## src/hdl/cctt_pkg.sv

```systemverilog
// package: register map, field layout, timing and state types of the capture/compare timer
package cctt_pkg;

	// ------------------------------------------------------------
	// register word indices (byte address = index * 4)
	// ------------------------------------------------------------
	localparam logic [5:0] IDX_CNT = 6'h00;
	localparam logic [5:0] IDX_GRA = 6'h01;
	localparam logic [5:0] IDX_GRB = 6'h02;
	localparam logic [5:0] IDX_GRC = 6'h03;
	localparam logic [5:0] IDX_GRD = 6'h04;
	localparam logic [5:0] IDX_MODE = 6'h05;
	localparam logic [5:0] IDX_TCTL = 6'h06;
	localparam logic [5:0] IDX_IOC_LO = 6'h07;
	localparam logic [5:0] IDX_IOC_HI = 6'h08;
	localparam logic [5:0] IDX_STATUS = 6'h09;
	localparam logic [5:0] IDX_IEN = 6'h0a;

	// ------------------------------------------------------------
	// field layout
	// ------------------------------------------------------------
	localparam int MODE_CTS = 0;
	localparam int MODE_BUFA = 1;
	localparam int MODE_BUFB = 2;
	localparam int TCTL_CLEAR_ON_MATCH_ENABLE = 3;
	localparam int TCTL_INIT_LSB = 4;
	localparam int IOC_CAP = 3;
	localparam int ST_OVF = 4;
	localparam int NCH = 4;

	// clock source select, timer_control_reg[2:0]
	localparam logic [2:0] CSEL_DIV1 = 3'h0;
	localparam logic [2:0] CSEL_DIV2 = 3'h1;
	localparam logic [2:0] CSEL_DIV8 = 3'h2;
	localparam logic [2:0] CSEL_DIV32 = 3'h3;
	localparam int CSEL_EXT = 2;
	localparam int PRESC_DIV2 = 0;
	localparam int PRESC_DIV8 = 2;
	localparam int PRESC_DIV32 = 4;

	// compare output action / capture edge codes, io control nibble [1:0]
	localparam logic [1:0] OUT_NONE = 2'h0;
	localparam logic [1:0] OUT_LOW = 2'h1;
	localparam logic [1:0] OUT_HIGH = 2'h2;
	localparam logic [1:0] OUT_TOGGLE = 2'h3;
	localparam logic [1:0] EDGE_RISE = 2'h0;
	localparam logic [1:0] EDGE_FALL = 2'h1;

	localparam logic [15:0] CNT_MAX = 16'hffff;
	localparam logic [15:0] GR_RESET = 16'hffff;

	// ------------------------------------------------------------
	// state types
	// ------------------------------------------------------------
	typedef struct packed {
		logic [15:0] main_up_counter;
		logic [NCH-1:0][15:0] gr;
		logic [2:0] mode;
		logic [7:0] timer_control_reg;
		logic [7:0] io_control_low;
		logic [7:0] io_control_high;
		logic [4:0] flags;
		logic [4:0] armed;
		logic [4:0] ien;
		logic [7:0] presc;
		logic src_prev;
		logic [NCH-1:0] pin;
		logic [NCH-1:0] oe;
		logic irq;
		logic ack;
		logic [31:0] dat;
	} cctt_state_t;

	typedef struct packed {
		logic s1;
		logic s2;
		logic prev;
	} cctt_samp_t;

endpackage

```

## src/hdl/cctt_sampler.sv

```systemverilog
// two-stage input synchroniser with edge detection for one pin
`timescale 1ns/1ps
`default_nettype none

module cctt_sampler (
	input wire logic clk_i,
	input wire logic rst_i,
	input wire logic sig_i,
	output logic level_o,
	output logic rise_o,
	output logic fall_o
);

	cctt_pkg::cctt_samp_t st_r;
	cctt_pkg::cctt_samp_t st_nxt;

	always_comb begin
		st_nxt = st_r;
		st_nxt.s1 = sig_i;
		st_nxt.s2 = st_r.s1;
		st_nxt.prev = st_r.s2;
	end

	always_ff @(posedge clk_i) begin
		if (rst_i) begin
			st_r <= '0;
		end else begin
			st_r <= st_nxt;
		end
	end

	// edges only from the second stage onward
	assign level_o = st_r.s2;
	assign rise_o = st_r.s2 & ~st_r.prev;
	assign fall_o = ~st_r.s2 & st_r.prev;
endmodule

`default_nettype wire

```

## src/hdl/cctt_timer.sv

```systemverilog
// 16-bit capture/compare timer with four general registers on a classic wishbone slave
//
// The address map and the Wishbone register port were chosen for this implementation.
`timescale 1ns/1ps
`default_nettype none

// Summary of operation
// - compare match when counter leaves matching value
// - match drives pin low, high or toggle
// - capture on rising, falling or both edges
// - clear on match A gives period N+1
// - compare match sets channel match flag
// - capture event sets channel match flag
// - flag clears after read-one then write-zero
// - counter clear beats software counter write
// - software counter write beats count-up
// - source switch low-to-high counts as edge
// - initial level drives pin until match
// - control write beats match pin change
// - counter wrap sets overflow, optional interrupt
// - clear on match A only when enabled
// - buffered capture moves A into C
// - buffered compare reloads A from C
module cctt_timer (
	input wire logic clk_i,
	input wire logic rst_i,
	input wire logic wb_cyc_i,
	input wire logic wb_stb_i,
	input wire logic wb_we_i,
	input wire logic [7:0] wb_adr_i,
	input wire logic [3:0] wb_sel_i,
	input wire logic [31:0] wb_dat_i,
	output logic [31:0] wb_dat_o,
	output logic wb_ack_o,
	input wire logic ext_clk_i,
	input wire logic [3:0] chan_pin_i,
	output logic [3:0] chan_pin_o,
	output logic [3:0] chan_pin_oe_o,
	output logic irq_o
);

	// ------------------------------------------------------------
	// helpers
	// ------------------------------------------------------------
	function automatic logic [3:0] ch_cfg(input logic [7:0] lo, input logic [7:0] hi, input int ch);
		logic [15:0] all;
		all = {hi, lo};
		ch_cfg = all[ch*4 +: 4];
	endfunction
	function automatic logic edge_hit(input logic [3:0] cfg, input logic rise, input logic fall);
		if (cfg[1]) begin
			edge_hit = rise | fall;
		end else if (cfg[1:0] == cctt_pkg::EDGE_FALL) begin
			edge_hit = fall;
		end else begin
			edge_hit = rise;
		end
	endfunction
	function automatic logic [15:0] merge16(input logic [15:0] old, input logic [31:0] d, input logic [3:0] sel);
		merge16 = {sel[1] ? d[15:8] : old[15:8], sel[0] ? d[7:0] : old[7:0]};
	endfunction
	function automatic logic [7:0] merge8(input logic [7:0] old, input logic [31:0] d, input logic [3:0] sel);
		merge8 = sel[0] ? d[7:0] : old;
	endfunction

	// ------------------------------------------------------------
	// input sampling
	// ------------------------------------------------------------
	logic [4:0] raw_in;
	logic [4:0] lvl_s;
	logic [4:0] rise_s;
	logic [4:0] fall_s;
	assign raw_in = {ext_clk_i, chan_pin_i};
	genvar gi;
	generate
		for (gi = 0; gi < 5; gi++) begin : g_samp
			cctt_sampler u_samp (
				.clk_i(clk_i),
				.rst_i(rst_i),
				.sig_i(raw_in[gi]),
				.level_o(lvl_s[gi]),
				.rise_o(rise_s[gi]),
				.fall_o(fall_s[gi])
			);
		end
	endgenerate

	// ------------------------------------------------------------
	// state
	// ------------------------------------------------------------
	cctt_pkg::cctt_state_t st_r;
	cctt_pkg::cctt_state_t st_nxt;

	logic [5:0] idx;
	logic acc;
	logic wr;
	logic cnt_wr;
	logic tctl_wr;
	logic st_wr;
	logic src_lvl;
	logic tick;
	logic clr_ev;
	logic [3:0] cfg [cctt_pkg::NCH];
	logic [3:0] match_ev;
	logic [3:0] cap_ev;
	logic [3:0] idle_ch;
	logic [31:0] rd_mux;

	assign idx = wb_adr_i[7:2];
	assign acc = wb_cyc_i & wb_stb_i & st_r.ack;
	assign wr = acc & wb_we_i;
	assign cnt_wr = wr && idx == cctt_pkg::IDX_CNT;
	assign tctl_wr = wr && idx == cctt_pkg::IDX_TCTL;
	assign st_wr = wr && idx == cctt_pkg::IDX_STATUS;

	// ------------------------------------------------------------
	// count source: every clock with CSEL_DIV1, else rising edge of the selected level
	// ------------------------------------------------------------
	always_comb begin
		unique case (st_r.timer_control_reg[2:0])
			cctt_pkg::CSEL_DIV1: src_lvl = 1'b1;
			cctt_pkg::CSEL_DIV2: src_lvl = st_r.presc[cctt_pkg::PRESC_DIV2];
			cctt_pkg::CSEL_DIV8: src_lvl = st_r.presc[cctt_pkg::PRESC_DIV8];
			cctt_pkg::CSEL_DIV32: src_lvl = st_r.presc[cctt_pkg::PRESC_DIV32];
			default: src_lvl = lvl_s[cctt_pkg::NCH];
		endcase
	end

	// switching from a low source to a high one is seen as an edge
	assign tick = st_r.mode[cctt_pkg::MODE_CTS] &&
		(st_r.timer_control_reg[2:0] == cctt_pkg::CSEL_DIV1 || (src_lvl && !st_r.src_prev));

	// ------------------------------------------------------------
	// channel events
	// ------------------------------------------------------------
	always_comb begin
		for (int i = 0; i < cctt_pkg::NCH; i++) begin
			cfg[i] = ch_cfg(st_r.io_control_low, st_r.io_control_high, i);
			// match only on the last state of equality, at the count clock
			match_ev[i] = tick && !cfg[i][cctt_pkg::IOC_CAP] && !idle_ch[i] &&
				st_r.main_up_counter == st_r.gr[i];
			cap_ev[i] = cfg[i][cctt_pkg::IOC_CAP] && !idle_ch[i] &&
				edge_hit(cfg[i], rise_s[i], fall_s[i]);
		end
	end

	assign clr_ev = match_ev[0] && st_r.timer_control_reg[cctt_pkg::TCTL_CLEAR_ON_MATCH_ENABLE];
	// c and d act only as buffers while buffering is on
	assign idle_ch = {st_r.mode[cctt_pkg::MODE_BUFB], st_r.mode[cctt_pkg::MODE_BUFA], 2'b00};

	always_comb begin
		rd_mux = '0;
		unique case (idx)
			cctt_pkg::IDX_CNT: rd_mux[15:0] = st_r.main_up_counter;
			cctt_pkg::IDX_GRA: rd_mux[15:0] = st_r.gr[0];
			cctt_pkg::IDX_GRB: rd_mux[15:0] = st_r.gr[1];
			cctt_pkg::IDX_GRC: rd_mux[15:0] = st_r.gr[2];
			cctt_pkg::IDX_GRD: rd_mux[15:0] = st_r.gr[3];
			cctt_pkg::IDX_MODE: rd_mux[2:0] = st_r.mode;
			cctt_pkg::IDX_TCTL: rd_mux[7:0] = st_r.timer_control_reg;
			cctt_pkg::IDX_IOC_LO: rd_mux[7:0] = st_r.io_control_low;
			cctt_pkg::IDX_IOC_HI: rd_mux[7:0] = st_r.io_control_high;
			cctt_pkg::IDX_STATUS: rd_mux[4:0] = st_r.flags;
			cctt_pkg::IDX_IEN: rd_mux[4:0] = st_r.ien;
			default: rd_mux = '0;
		endcase
	end

	// ------------------------------------------------------------
	// next state
	// ------------------------------------------------------------
	always_comb begin
		st_nxt = st_r;
		st_nxt.presc = st_r.presc + 8'h01;
		st_nxt.src_prev = src_lvl;
		st_nxt.ack = wb_cyc_i & wb_stb_i & ~st_r.ack;
		if (st_nxt.ack) begin
			st_nxt.dat = rd_mux;
		end

		// a read arms exactly the flags software saw as one
		if (acc && !wb_we_i && idx == cctt_pkg::IDX_STATUS) begin
			st_nxt.armed = st_r.armed | st_r.dat[4:0];
		end

		if (wr) begin
			unique case (idx)
				cctt_pkg::IDX_GRA: st_nxt.gr[0] = merge16(st_r.gr[0], wb_dat_i, wb_sel_i);
				cctt_pkg::IDX_GRB: st_nxt.gr[1] = merge16(st_r.gr[1], wb_dat_i, wb_sel_i);
				cctt_pkg::IDX_GRC: st_nxt.gr[2] = merge16(st_r.gr[2], wb_dat_i, wb_sel_i);
				cctt_pkg::IDX_GRD: st_nxt.gr[3] = merge16(st_r.gr[3], wb_dat_i, wb_sel_i);
				cctt_pkg::IDX_MODE: st_nxt.mode = wb_sel_i[0] ? wb_dat_i[2:0] : st_r.mode;
				cctt_pkg::IDX_TCTL: begin
					st_nxt.timer_control_reg = merge8(st_r.timer_control_reg, wb_dat_i, wb_sel_i);
					// pins take the initial levels at once
					st_nxt.pin = st_nxt.timer_control_reg[cctt_pkg::TCTL_INIT_LSB +: cctt_pkg::NCH];
				end
				cctt_pkg::IDX_IOC_LO: st_nxt.io_control_low = merge8(st_r.io_control_low, wb_dat_i, wb_sel_i);
				cctt_pkg::IDX_IOC_HI: st_nxt.io_control_high = merge8(st_r.io_control_high, wb_dat_i, wb_sel_i);
				cctt_pkg::IDX_STATUS: begin
					if (wb_sel_i[0]) begin
						st_nxt.flags = st_r.flags & (wb_dat_i[4:0] | ~st_r.armed);
					end
					st_nxt.armed = '0;
				end
				cctt_pkg::IDX_IEN: st_nxt.ien = wb_sel_i[0] ? wb_dat_i[4:0] : st_r.ien;
				default: st_nxt.armed = st_r.armed;
			endcase
		end

		// clear beats write, write beats count-up
		if (clr_ev) begin
			st_nxt.main_up_counter = '0;
		end else if (cnt_wr) begin
			st_nxt.main_up_counter = merge16(st_r.main_up_counter, wb_dat_i, wb_sel_i);
		end else if (tick) begin
			st_nxt.main_up_counter = st_r.main_up_counter + 16'h0001;
			if (st_r.main_up_counter == cctt_pkg::CNT_MAX) begin
				st_nxt.flags[cctt_pkg::ST_OVF] = 1'b1;
			end
		end

		// hardware events come last so a set wins over a clear
		for (int i = 0; i < cctt_pkg::NCH; i++) begin
			if (match_ev[i]) begin
				st_nxt.flags[i] = 1'b1;
				if (!tctl_wr) begin
					// a control write in the same cycle suppresses this
					unique case (cfg[i][1:0])
						cctt_pkg::OUT_LOW: st_nxt.pin[i] = 1'b0;
						cctt_pkg::OUT_HIGH: st_nxt.pin[i] = 1'b1;
						cctt_pkg::OUT_TOGGLE: st_nxt.pin[i] = ~st_r.pin[i];
						cctt_pkg::OUT_NONE: st_nxt.pin[i] = st_nxt.pin[i];
					endcase
				end
			end
			if (cap_ev[i]) begin
				st_nxt.flags[i] = 1'b1;
				st_nxt.gr[i] = st_r.main_up_counter;
			end
			st_nxt.oe[i] = !cfg[i][cctt_pkg::IOC_CAP] && cfg[i][1:0] != cctt_pkg::OUT_NONE && !idle_ch[i];
		end

		for (int i = 0; i < 2; i++) begin
			if (st_r.mode[cctt_pkg::MODE_BUFA + i]) begin
				if (cap_ev[i]) begin
					st_nxt.gr[i+2] = st_r.gr[i];
				end
				if (match_ev[i]) begin
					st_nxt.gr[i] = st_r.gr[i+2];
				end
			end
		end

		st_nxt.irq = |(st_nxt.flags & st_nxt.ien);
	end

	always_ff @(posedge clk_i) begin
		if (rst_i) begin
			st_r <= '0;
			st_r.gr <= {cctt_pkg::NCH{cctt_pkg::GR_RESET}};
		end else begin
			st_r <= st_nxt;
		end
	end

	assign wb_dat_o = st_r.dat;
	assign wb_ack_o = st_r.ack;
	assign chan_pin_o = st_r.pin;
	assign chan_pin_oe_o = st_r.oe;
	assign irq_o = st_r.irq;
endmodule

`default_nettype wire

```

## config.mk

```make
export PLATFORM = sky130hd
export DESIGN_NAME = cctt_timer
export DESIGN_NICKNAME = d
export VERILOG_FILES = /design/src/hdl/cctt_pkg.sv /design/src/hdl/cctt_sampler.sv /design/src/hdl/cctt_timer.sv
export SDC_FILE = /design/constraint.sdc
export NUM_CORES = 1
export LEC_CHECK = 0
export ABC_CLOCK_PERIOD_IN_PS = 6900
export BUFFER_PORTS_ARGS = -buffer_cell sky130_fd_sc_hd__buf_2
export CORE_MARGIN = 3
export CORE_UTILIZATION = 40
export CTS_CLUSTER_SIZE = 30
export DETAILED_ROUTE_END_ITERATION = 8
export HOLD_SLACK_MARGIN = 0.12
export PLACE_DENSITY = 0.68
export SYNTH_ARGS = -nofsm -noshare
export SYNTH_HDL_FRONTEND = slang
export SYNTH_SLANG_ARGS = --single-unit
```

## constraint.sdc

```tcl
create_clock -name clk_i -period 6.9 [get_ports clk_i]
set_clock_uncertainty 0.05 [all_clocks]
set_input_delay 1.035 -clock clk_i [delete_from_list [all_inputs] [get_ports clk_i]]
set_output_delay 1.035 -clock clk_i [all_outputs]
set_load 0.005 [all_outputs]
```

==> summary.md, run 1 <==
| Metric | Value |
|---|---|
| H-tree levels | `4` |
| Gr ovfl total | `0` |
| Num CTS Buffers | `17` |
| Die area | `27100 um^2` |
| Setup violators final | `0` |
| Post-Syn Instances | `1270` |
| Met3 wire len | `3.087 mm` |
| Tcrit/Tclk final | `0.5270` |
| # DRC | `0` |
| Clock slew at reported path FFs | `70 ps` |
| Adder-Cell Fraction of Synth Area | `0.01243` |
| Unrepaired setup endpoints after global routing | `no` |
| Vias | `9433` |
| Synth Cell Area | `10060 um^2` |
| Worst-Margin Slew | `1238 ps` |
| Pre-CTS setup slack | `3073 ps` |
| Detailed Route Iter0 Violations | `1266` |
| Root Driver | `clkbuf_16` |
| Worst reg2reg startpoint | `st_r[82]$_SDFFE_PP0P_` |
| DR vias/cell | `6.031` |
| Yosys cell types | `68` |
| First-pass GRT wire length | `49.60 mm` |
| WP depth | `5` |
| Reg2reg path depth | `5` |
| Max-slew violation count | `0` |
| TritonCTS clock tree | `built` |
| Hold path cells | `1` |
| DPL Wire Length | `21.55 mm` |
| Buffer count from post-CTS setup fixing | `0` |
| Chip Width | `164.6 um` |
| CP startpoint | `st_r[82]$_SDFFE_PP0P_` |
| Final ANT Viol Nets | `0` |
| Worst-Skew Late Latency | `440 ps` |
| Total power | `2.025 mW` |
| Main synth FF type | `dfxtp_1` |
| Buf/Inv on CP | `0` |
| Async SR Flop Fraction | `0` |
| Final non-filler cell area | `10720 um^2` |
| Starting density of the core | `0.4102` |
| Cell at the slowest stage of the critical path | `and2_1` |
| Post-synthesis simple-gate area fraction | `0.2162` |
| Final wirelength | `31.92 mm` |
| Critical Path Sink | `st_r[118]$_SDFF_PP1_` |
| Rows | `57` |
| EDFF count, synth | `0` |
| Outcome | `completed` |
| Final cell count without fillers | `1564` |
| WS Path Type | `flop to flop` |
| Area growth, synth to finish | `6.501%` |
| Arrival @ worst endpoint | `3860 ps` |
| Core ar. | `24530 um^2` |
| P_sw | `0.5044 mW` |
| Slew margin rel. | `0.1745` |
| Flop pwr share | `0.485` |
| Final Hold Viols | `0` |
| Fillers | `2465` |
| Compound-Gate Fraction of Synth Area | `0.2285` |
| Wire per inst | `20.41 um` |
| Worst setup SP type | `flop` |
| Cells along the critical path | `o32ai_1, o21ai_2, nor4_4, and2_1, o211ai_1` |
| R2R setup slack | `3260 ps` |
| Max_cap viols | `0` |
| Share of cells above drive strength 1 | `0.1219` |
| M1 WL | `13.41 mm` |
| Setup TNS | `0 ps` |
| Net Sw Frac | `0.2491` |
| Final worst setup slack | `3263 ps` |
| Hold crit path type | `flop to flop` |
| Leak | `4.182 nW` |
| Final nets | `1291` |
| Synth Area in XOR/XNOR | `0.05917` |
| Cell Pwr Density | `188.9 nW/um^2` |
| Combinational share of power | `0.055` |
| Critical Path RT | `7120 ps` |
| Input/output buffers | `59` |
| Worst vdd ir | `172.1 uV` |
| #FFs+latches synth | `168` |
| Placed Area | `10160 um^2` |
| Met2 routed WL | `14.35 mm` |
| Clock power frac | `0.460` |
| Syn avg cell area | `7.925 um^2` |
| Worst-path maximum fanout | `32` |
| Synth warn | `0` |
| Ports | `96` |
| DR pass1 iterations | `5` |
| Highest routed layer | `met5` |
| GPL Wtd Cong | `0.9590` |
| Die height | `164.6 um` |
| Clk buf depth | `2` |
| Placed insts | `1532` |
| Global-route usage over all layers | `0.2344` |
| Main combinational cell family by area after synthesis | `compound AO/OA/AOI/OAI gates` |
| Final core utilization | `0.4369` |
| Hold_ws | `386.6 ps` |
| Delay-heaviest family, CP | `simple AND/OR/NAND/NOR gates` |
| Worst Setup End Kind | `flop` |
| Initial antenna violation count | `2` |
| Worst reg2reg endpoint | `st_r[118]$_SDFF_PP1_` |
| Sink Count | `168` |
| CP max stage delay | `1040 ps` |
| Internal Pwr Total | `1.521 mW` |
| Max Clock Freq | `275.0 MHz` |
| Cts hold-fix bufs | `0` |
| Crit path time final | `3637 ps` |
| Largest net degree at the start of global routing | `67` |
| Number of global-route vias before repair | `8575` |
| Sequential fraction of the synthesis area | `0.3342` |
| Post-synthesis mux area share | `0.06427` |
| Post-CTS sizing | `0` |
[area by class of cell]
type	count	area, um^2	share of cell area
flip-flops and latches	168	3363	0.3138
multi-input cells	949	5909	0.5513
well taps	324	405.4	0.03782
clock inverters	12	117.6	0.01097
diodes	1	2.502	0.0002335
repair buffers	75	417.9	0.03899
clock buffers	19	442.9	0.04132
inverters	16	60.06	0.005603
[power groups by stage]
stage | combinational [mW] | clock, mW | sequential [mW]
after floorplan | 0.0765 | 0 | 1.00
after global placement | 0.108 | 0 | 1.00
after detailed placement | 0.109 | 0 | 1.00
after CTS | 0.109 | 0.941 | 0.982
after global routing | 0.120 | 0.977 | 0.983
final | 0.112 | 0.931 | 0.982
[worst min path at each step]
stage	end	start
finish	g_samp[3].u_samp.level_o$_SDFF_PP0_	g_samp[3].u_samp.st_nxt[1]$_SDFF_PP0_
global route	g_samp[1].u_samp.level_o$_SDFF_PP0_	g_samp[1].u_samp.st_nxt[1]$_SDFF_PP0_
CTS	g_samp[1].u_samp.level_o$_SDFF_PP0_	g_samp[1].u_samp.st_nxt[1]$_SDFF_PP0_
detailed placement	g_samp[1].u_samp.level_o$_SDFF_PP0_	g_samp[1].u_samp.st_nxt[1]$_SDFF_PP0_
global placement	g_samp[3].u_samp.level_o$_SDFF_PP0_	g_samp[3].u_samp.st_nxt[1]$_SDFF_PP0_
floorplan	g_samp[0].u_samp.level_o$_SDFF_PP0_	g_samp[0].u_samp.st_nxt[1]$_SDFF_PP0_
[flip-flops by register name, summed over array words and instances, names as in the netlist]
name	count
cfg	16
g_samp.u_samp.st_r	4
chan_pin_o	4
idle_ch	2
wb_dat_o	16
st_r	110
g_samp.u_samp.level_o	5
irq_o	1
g_samp.u_samp.st_nxt	5
chan_pin_oe_o	4
wb_ack_o	1
[logic make-up after synthesis]
family	Yosys count
AOI/OAI and AO/OA	337
other	1
muxes	64
buffers and inverters	168
and+or+nand+nor	454
DFF	168
adders and majority gates	10
xor gates and xnor gates	68
[synth_stat cells (5+ instances only)]
cell type / instances / area [um^2]
a211oi_1: 28 / 210.2
a21o_1: 6 / 45.04
a21oi_1: 141 / 705.7
a221oi_1: 9 / 78.83
a222oi_1: 6 / 60.06
a22o_1: 8 / 70.07
a22oi_1: 27 / 202.7
a311oi_1: 9 / 78.83
and2_1: 10 / 62.56
buf_1: 9 / 33.78
buf_2: 8 / 40.04
buf_4: 44 / 330.3
buf_6: 5 / 56.30
clkbuf_1: 85 / 319.1
dfxtp_1: 168 / 3363
ha_1: 10 / 125.1
inv_1: 15 / 56.30
mux2_2: 5 / 56.30
mux2i_1: 59 / 590.6
nand2_1: 175 / 656.9
nand3_1: 74 / 370.4
nand4_1: 12 / 75.07
nand4b_1: 6 / 52.55
nor2_1: 102 / 382.9
nor2b_1: 20 / 125.1
nor3_1: 10 / 50.05
nor4_1: 11 / 68.82
o211ai_1: 30 / 225.2
o211ai_2: 15 / 187.7
o21ai_0: 26 / 130.1
xnor2_1: 31 / 271.5
xor2_1: 37 / 324.1
[routing by layer]
metal | GRT usage | vias up
met1 | 0.3239 | 4467
met2 | 0.3634 | 502
li1 | - | 4376
met4 | 0.08349 | 2
met5 | 0 | -
met3 | 0.04665 | 86
[cells in the final DEF (no fill, tap or decap), drive strengths merged, types with 5 or more instances in the layout]
| cell type | n |
|---|---|
| a22o | 8 |
| a21o | 6 |
| nand4 | 12 |
| a22oi | 27 |
| a311oi | 9 |
| nand3 | 77 |
| o211ai | 45 |
| clkinv | 5 |
| nor2 | 102 |
| clkbuf | 19 |
| nand2 | 179 |
| nor3 | 11 |
| xnor2 | 31 |
| nor2b | 20 |
| a211oi | 29 |
| a222oi | 6 |
| a21oi | 141 |
| mux2i | 59 |
| conb | 16 |
| buf | 75 |
| o21ai | 27 |
| ha | 10 |
| and2 | 10 |
| mux2 | 5 |
| inv | 21 |
| nand4b | 6 |
| dfxtp | 168 |
| a221oi | 9 |
| xor2 | 37 |
| nor4 | 15 |
Power figures use the tool's default switching activity.
==> inputs of run 2 (changes only) <==
Settings changed: ABC_CLOCK_PERIOD_IN_PS 6900 to 3120, PLACE_DENSITY 0.68 to 0.7.
Clock period 6.9 ns to 3.12 ns, I/O delays scaled along.
==> summary.md, run 2 (same netlist as run 1, synthesis figures left out) <==
| Metric | Value |
|---|---|
| H-tree levels | `4` |
| Setup violators final | `0` |
| DR vias/cell | `5.955` |
| Max_cap viols | `0` |
| Flop pwr share | `0.474` |
| Root Driver | `clkbuf_16` |
| Total power | `4.579 mW` |
| Initial antenna violation count | `2` |
| Rows | `57` |
| Hold_ws | `190.2 ps` |
| Unrepaired setup endpoints after global routing | `no` |
| Area growth, synth to finish | `9.237%` |
| Final nets | `1319` |
| Gr ovfl total | `0` |
| DPL Wire Length | `22.46 mm` |
| Worst-Skew Late Latency | `440 ps` |
| Worst Setup End Kind | `flop` |
| Final ANT Viol Nets | `0` |
| First-pass GRT wire length | `49.77 mm` |
| Sink Count | `168` |
| GPL Wtd Cong | `0.9974` |
| TritonCTS clock tree | `built` |
| Largest net degree at the start of global routing | `63` |
| Number of global-route vias before repair | `8658` |
| Commonest cells after routing, fill and taps aside | `nand2_1, dfxtp_1, a21oi_1, nor2_1, nand3_1` |
| Chip Width | `164.6 um` |
| Input/output buffers | `59` |
| Final core utilization | `0.4481` |
| Cell Pwr Density | `416.5 nW/um^2` |
| Global-route usage over all layers | `0.2363` |
| Worst-Margin Slew | `1213 ps` |
| Internal Pwr Total | `3.449 mW` |
| Buffer count from post-CTS setup fixing | `0` |
| Slew margin rel. | `0.1915` |
| Share of cells above drive strength 1 | `0.1420` |
| Vias | `9487` |
| Die height | `164.6 um` |
| Post-CTS sizing | `0` |
| Max-slew violation count | `0` |
| Net Sw Frac | `0.2466` |
| Cts hold-fix bufs | `0` |
| Ports | `96` |
| Cell at the slowest stage of the critical path | `a2111oi_4` |
| Max reg flops | `110` |
| Critical Path RT | `3410 ps` |
| Most common cell after layout, fill and taps aside | `nand2_1` |
| Cells along the critical path | `mux2i_1, a2111oi_4, o211ai_2, nor3_2, nand4_1, o21a_1, o21ai_0` |
| Die area | `27100 um^2` |
| Leak | `4.341 nW` |
| CP max stage delay | `620 ps` |
| Register bank with the most flops | `st_r` |
| Worst reg2reg startpoint | `st_r[83]$_SDFFE_PP0P_` |
| Clk buf depth | `2` |
| Worst vdd ir | `378.6 uV` |
| Starting density of the core | `0.4102` |
| WS Path Type | `flop to flop` |
| Hold path start | `chan_pin_i[1]` |
| Placed insts | `1560` |
| Final wirelength | `31.93 mm` |
| Detailed Route Iter0 Violations | `1192` |
| Worst setup SP type | `flop` |
| Worst-path maximum fanout | `7` |
| Hold crit path type | `primary input to flop` |
| Num CTS Buffers | `17` |
| Combinational share of power | `0.055` |
| Max Clock Freq | `376.7 MHz` |
| Arrival @ worst endpoint | `2950 ps` |
| DR pass1 iterations | `8` |
| Clock power frac | `0.470` |
| Clock slew at reported path FFs | `70 ps` |
| Tcrit/Tclk final | `0.8508` |
| Final Hold Viols | `0` |
| P_sw | `1.129 mW` |
| Outcome | `completed` |
| Wire per inst | `20.05 um` |
| Core ar. | `24530 um^2` |
| CP startpoint | `st_r[83]$_SDFFE_PP0P_` |
| Final cell count without fillers | `1593` |
| Setup TNS | `0 ps` |
| # DRC | `0` |
| Crit path time final | `2655 ps` |
## run 2: changes by cell type in the layout (fill, tap and decap cells not counted)
cell,delta
clkinvlp_4,+2
clkinv_4,-1
inv_6,-1
buf_4,+25
buf_12,+3
bufinv_16,+1
## run 2: layout make-up
type                    instances  area (um^2)
fillers                      2417        13540
multi-input cells             949         5909
flip-flops and latches        168         3363
repair buffers                103        665.6
clock buffers                  19        442.9
well taps                     324        405.4
clock inverters                13        145.1
inverters                      16        60.06
diodes                          1        2.502
## run 2: layer usage
layer / GRT usage / wire [um]
met5: 0 / 27
met4: 0.08235 / 899
met3: 0.04364 / 2864
met2: 0.3690 / 14570
met1: 0.3273 / 13570
## run 2: final timing paths
check,end,slack (ps),cells after the start
setup / recovery,irq_o$_SDFF_PP0_,470,7
hold / removal,g_samp[1].u_samp.st_nxt[1]$_SDFF_PP0_,190,2
setup reg to reg,irq_o$_SDFF_PP0_,470,7
hold reg to reg,g_samp[1].u_samp.level_o$_SDFF_PP0_,390,1
## run 2: stage by stage
stage	setup slack, ps	area [um^2]
CTS	440.5	10990
global placement	410.8	10400
global route	303.1	10990
finish	465.5	10990
detailed placement	378.0	10400
floorplan	800.2	10120
## run 2: power by group through the flow
| stage | combinational, mW | sequential (mW) | clock (mW) |
|---|---|---|---|
| 2_1_floorplan | 0.169 | 2.22 | 0 |
| 5_1_grt | 0.272 | 2.17 | 2.26 |
| 4_1_cts | 0.246 | 2.17 | 2.18 |
| 3_5_place_dp | 0.245 | 2.22 | 0 |
| 3_3_place_gp | 0.243 | 2.22 | 0 |
| 6_report | 0.253 | 2.17 | 2.15 |
## run 2: critical path, delay by kind of cell (launching register included)
family / cells / cell delay, ps
mux: 1 / 170
compound gates: 4 / 1380
simple gates: 2 / 530
flops: 1 / 430
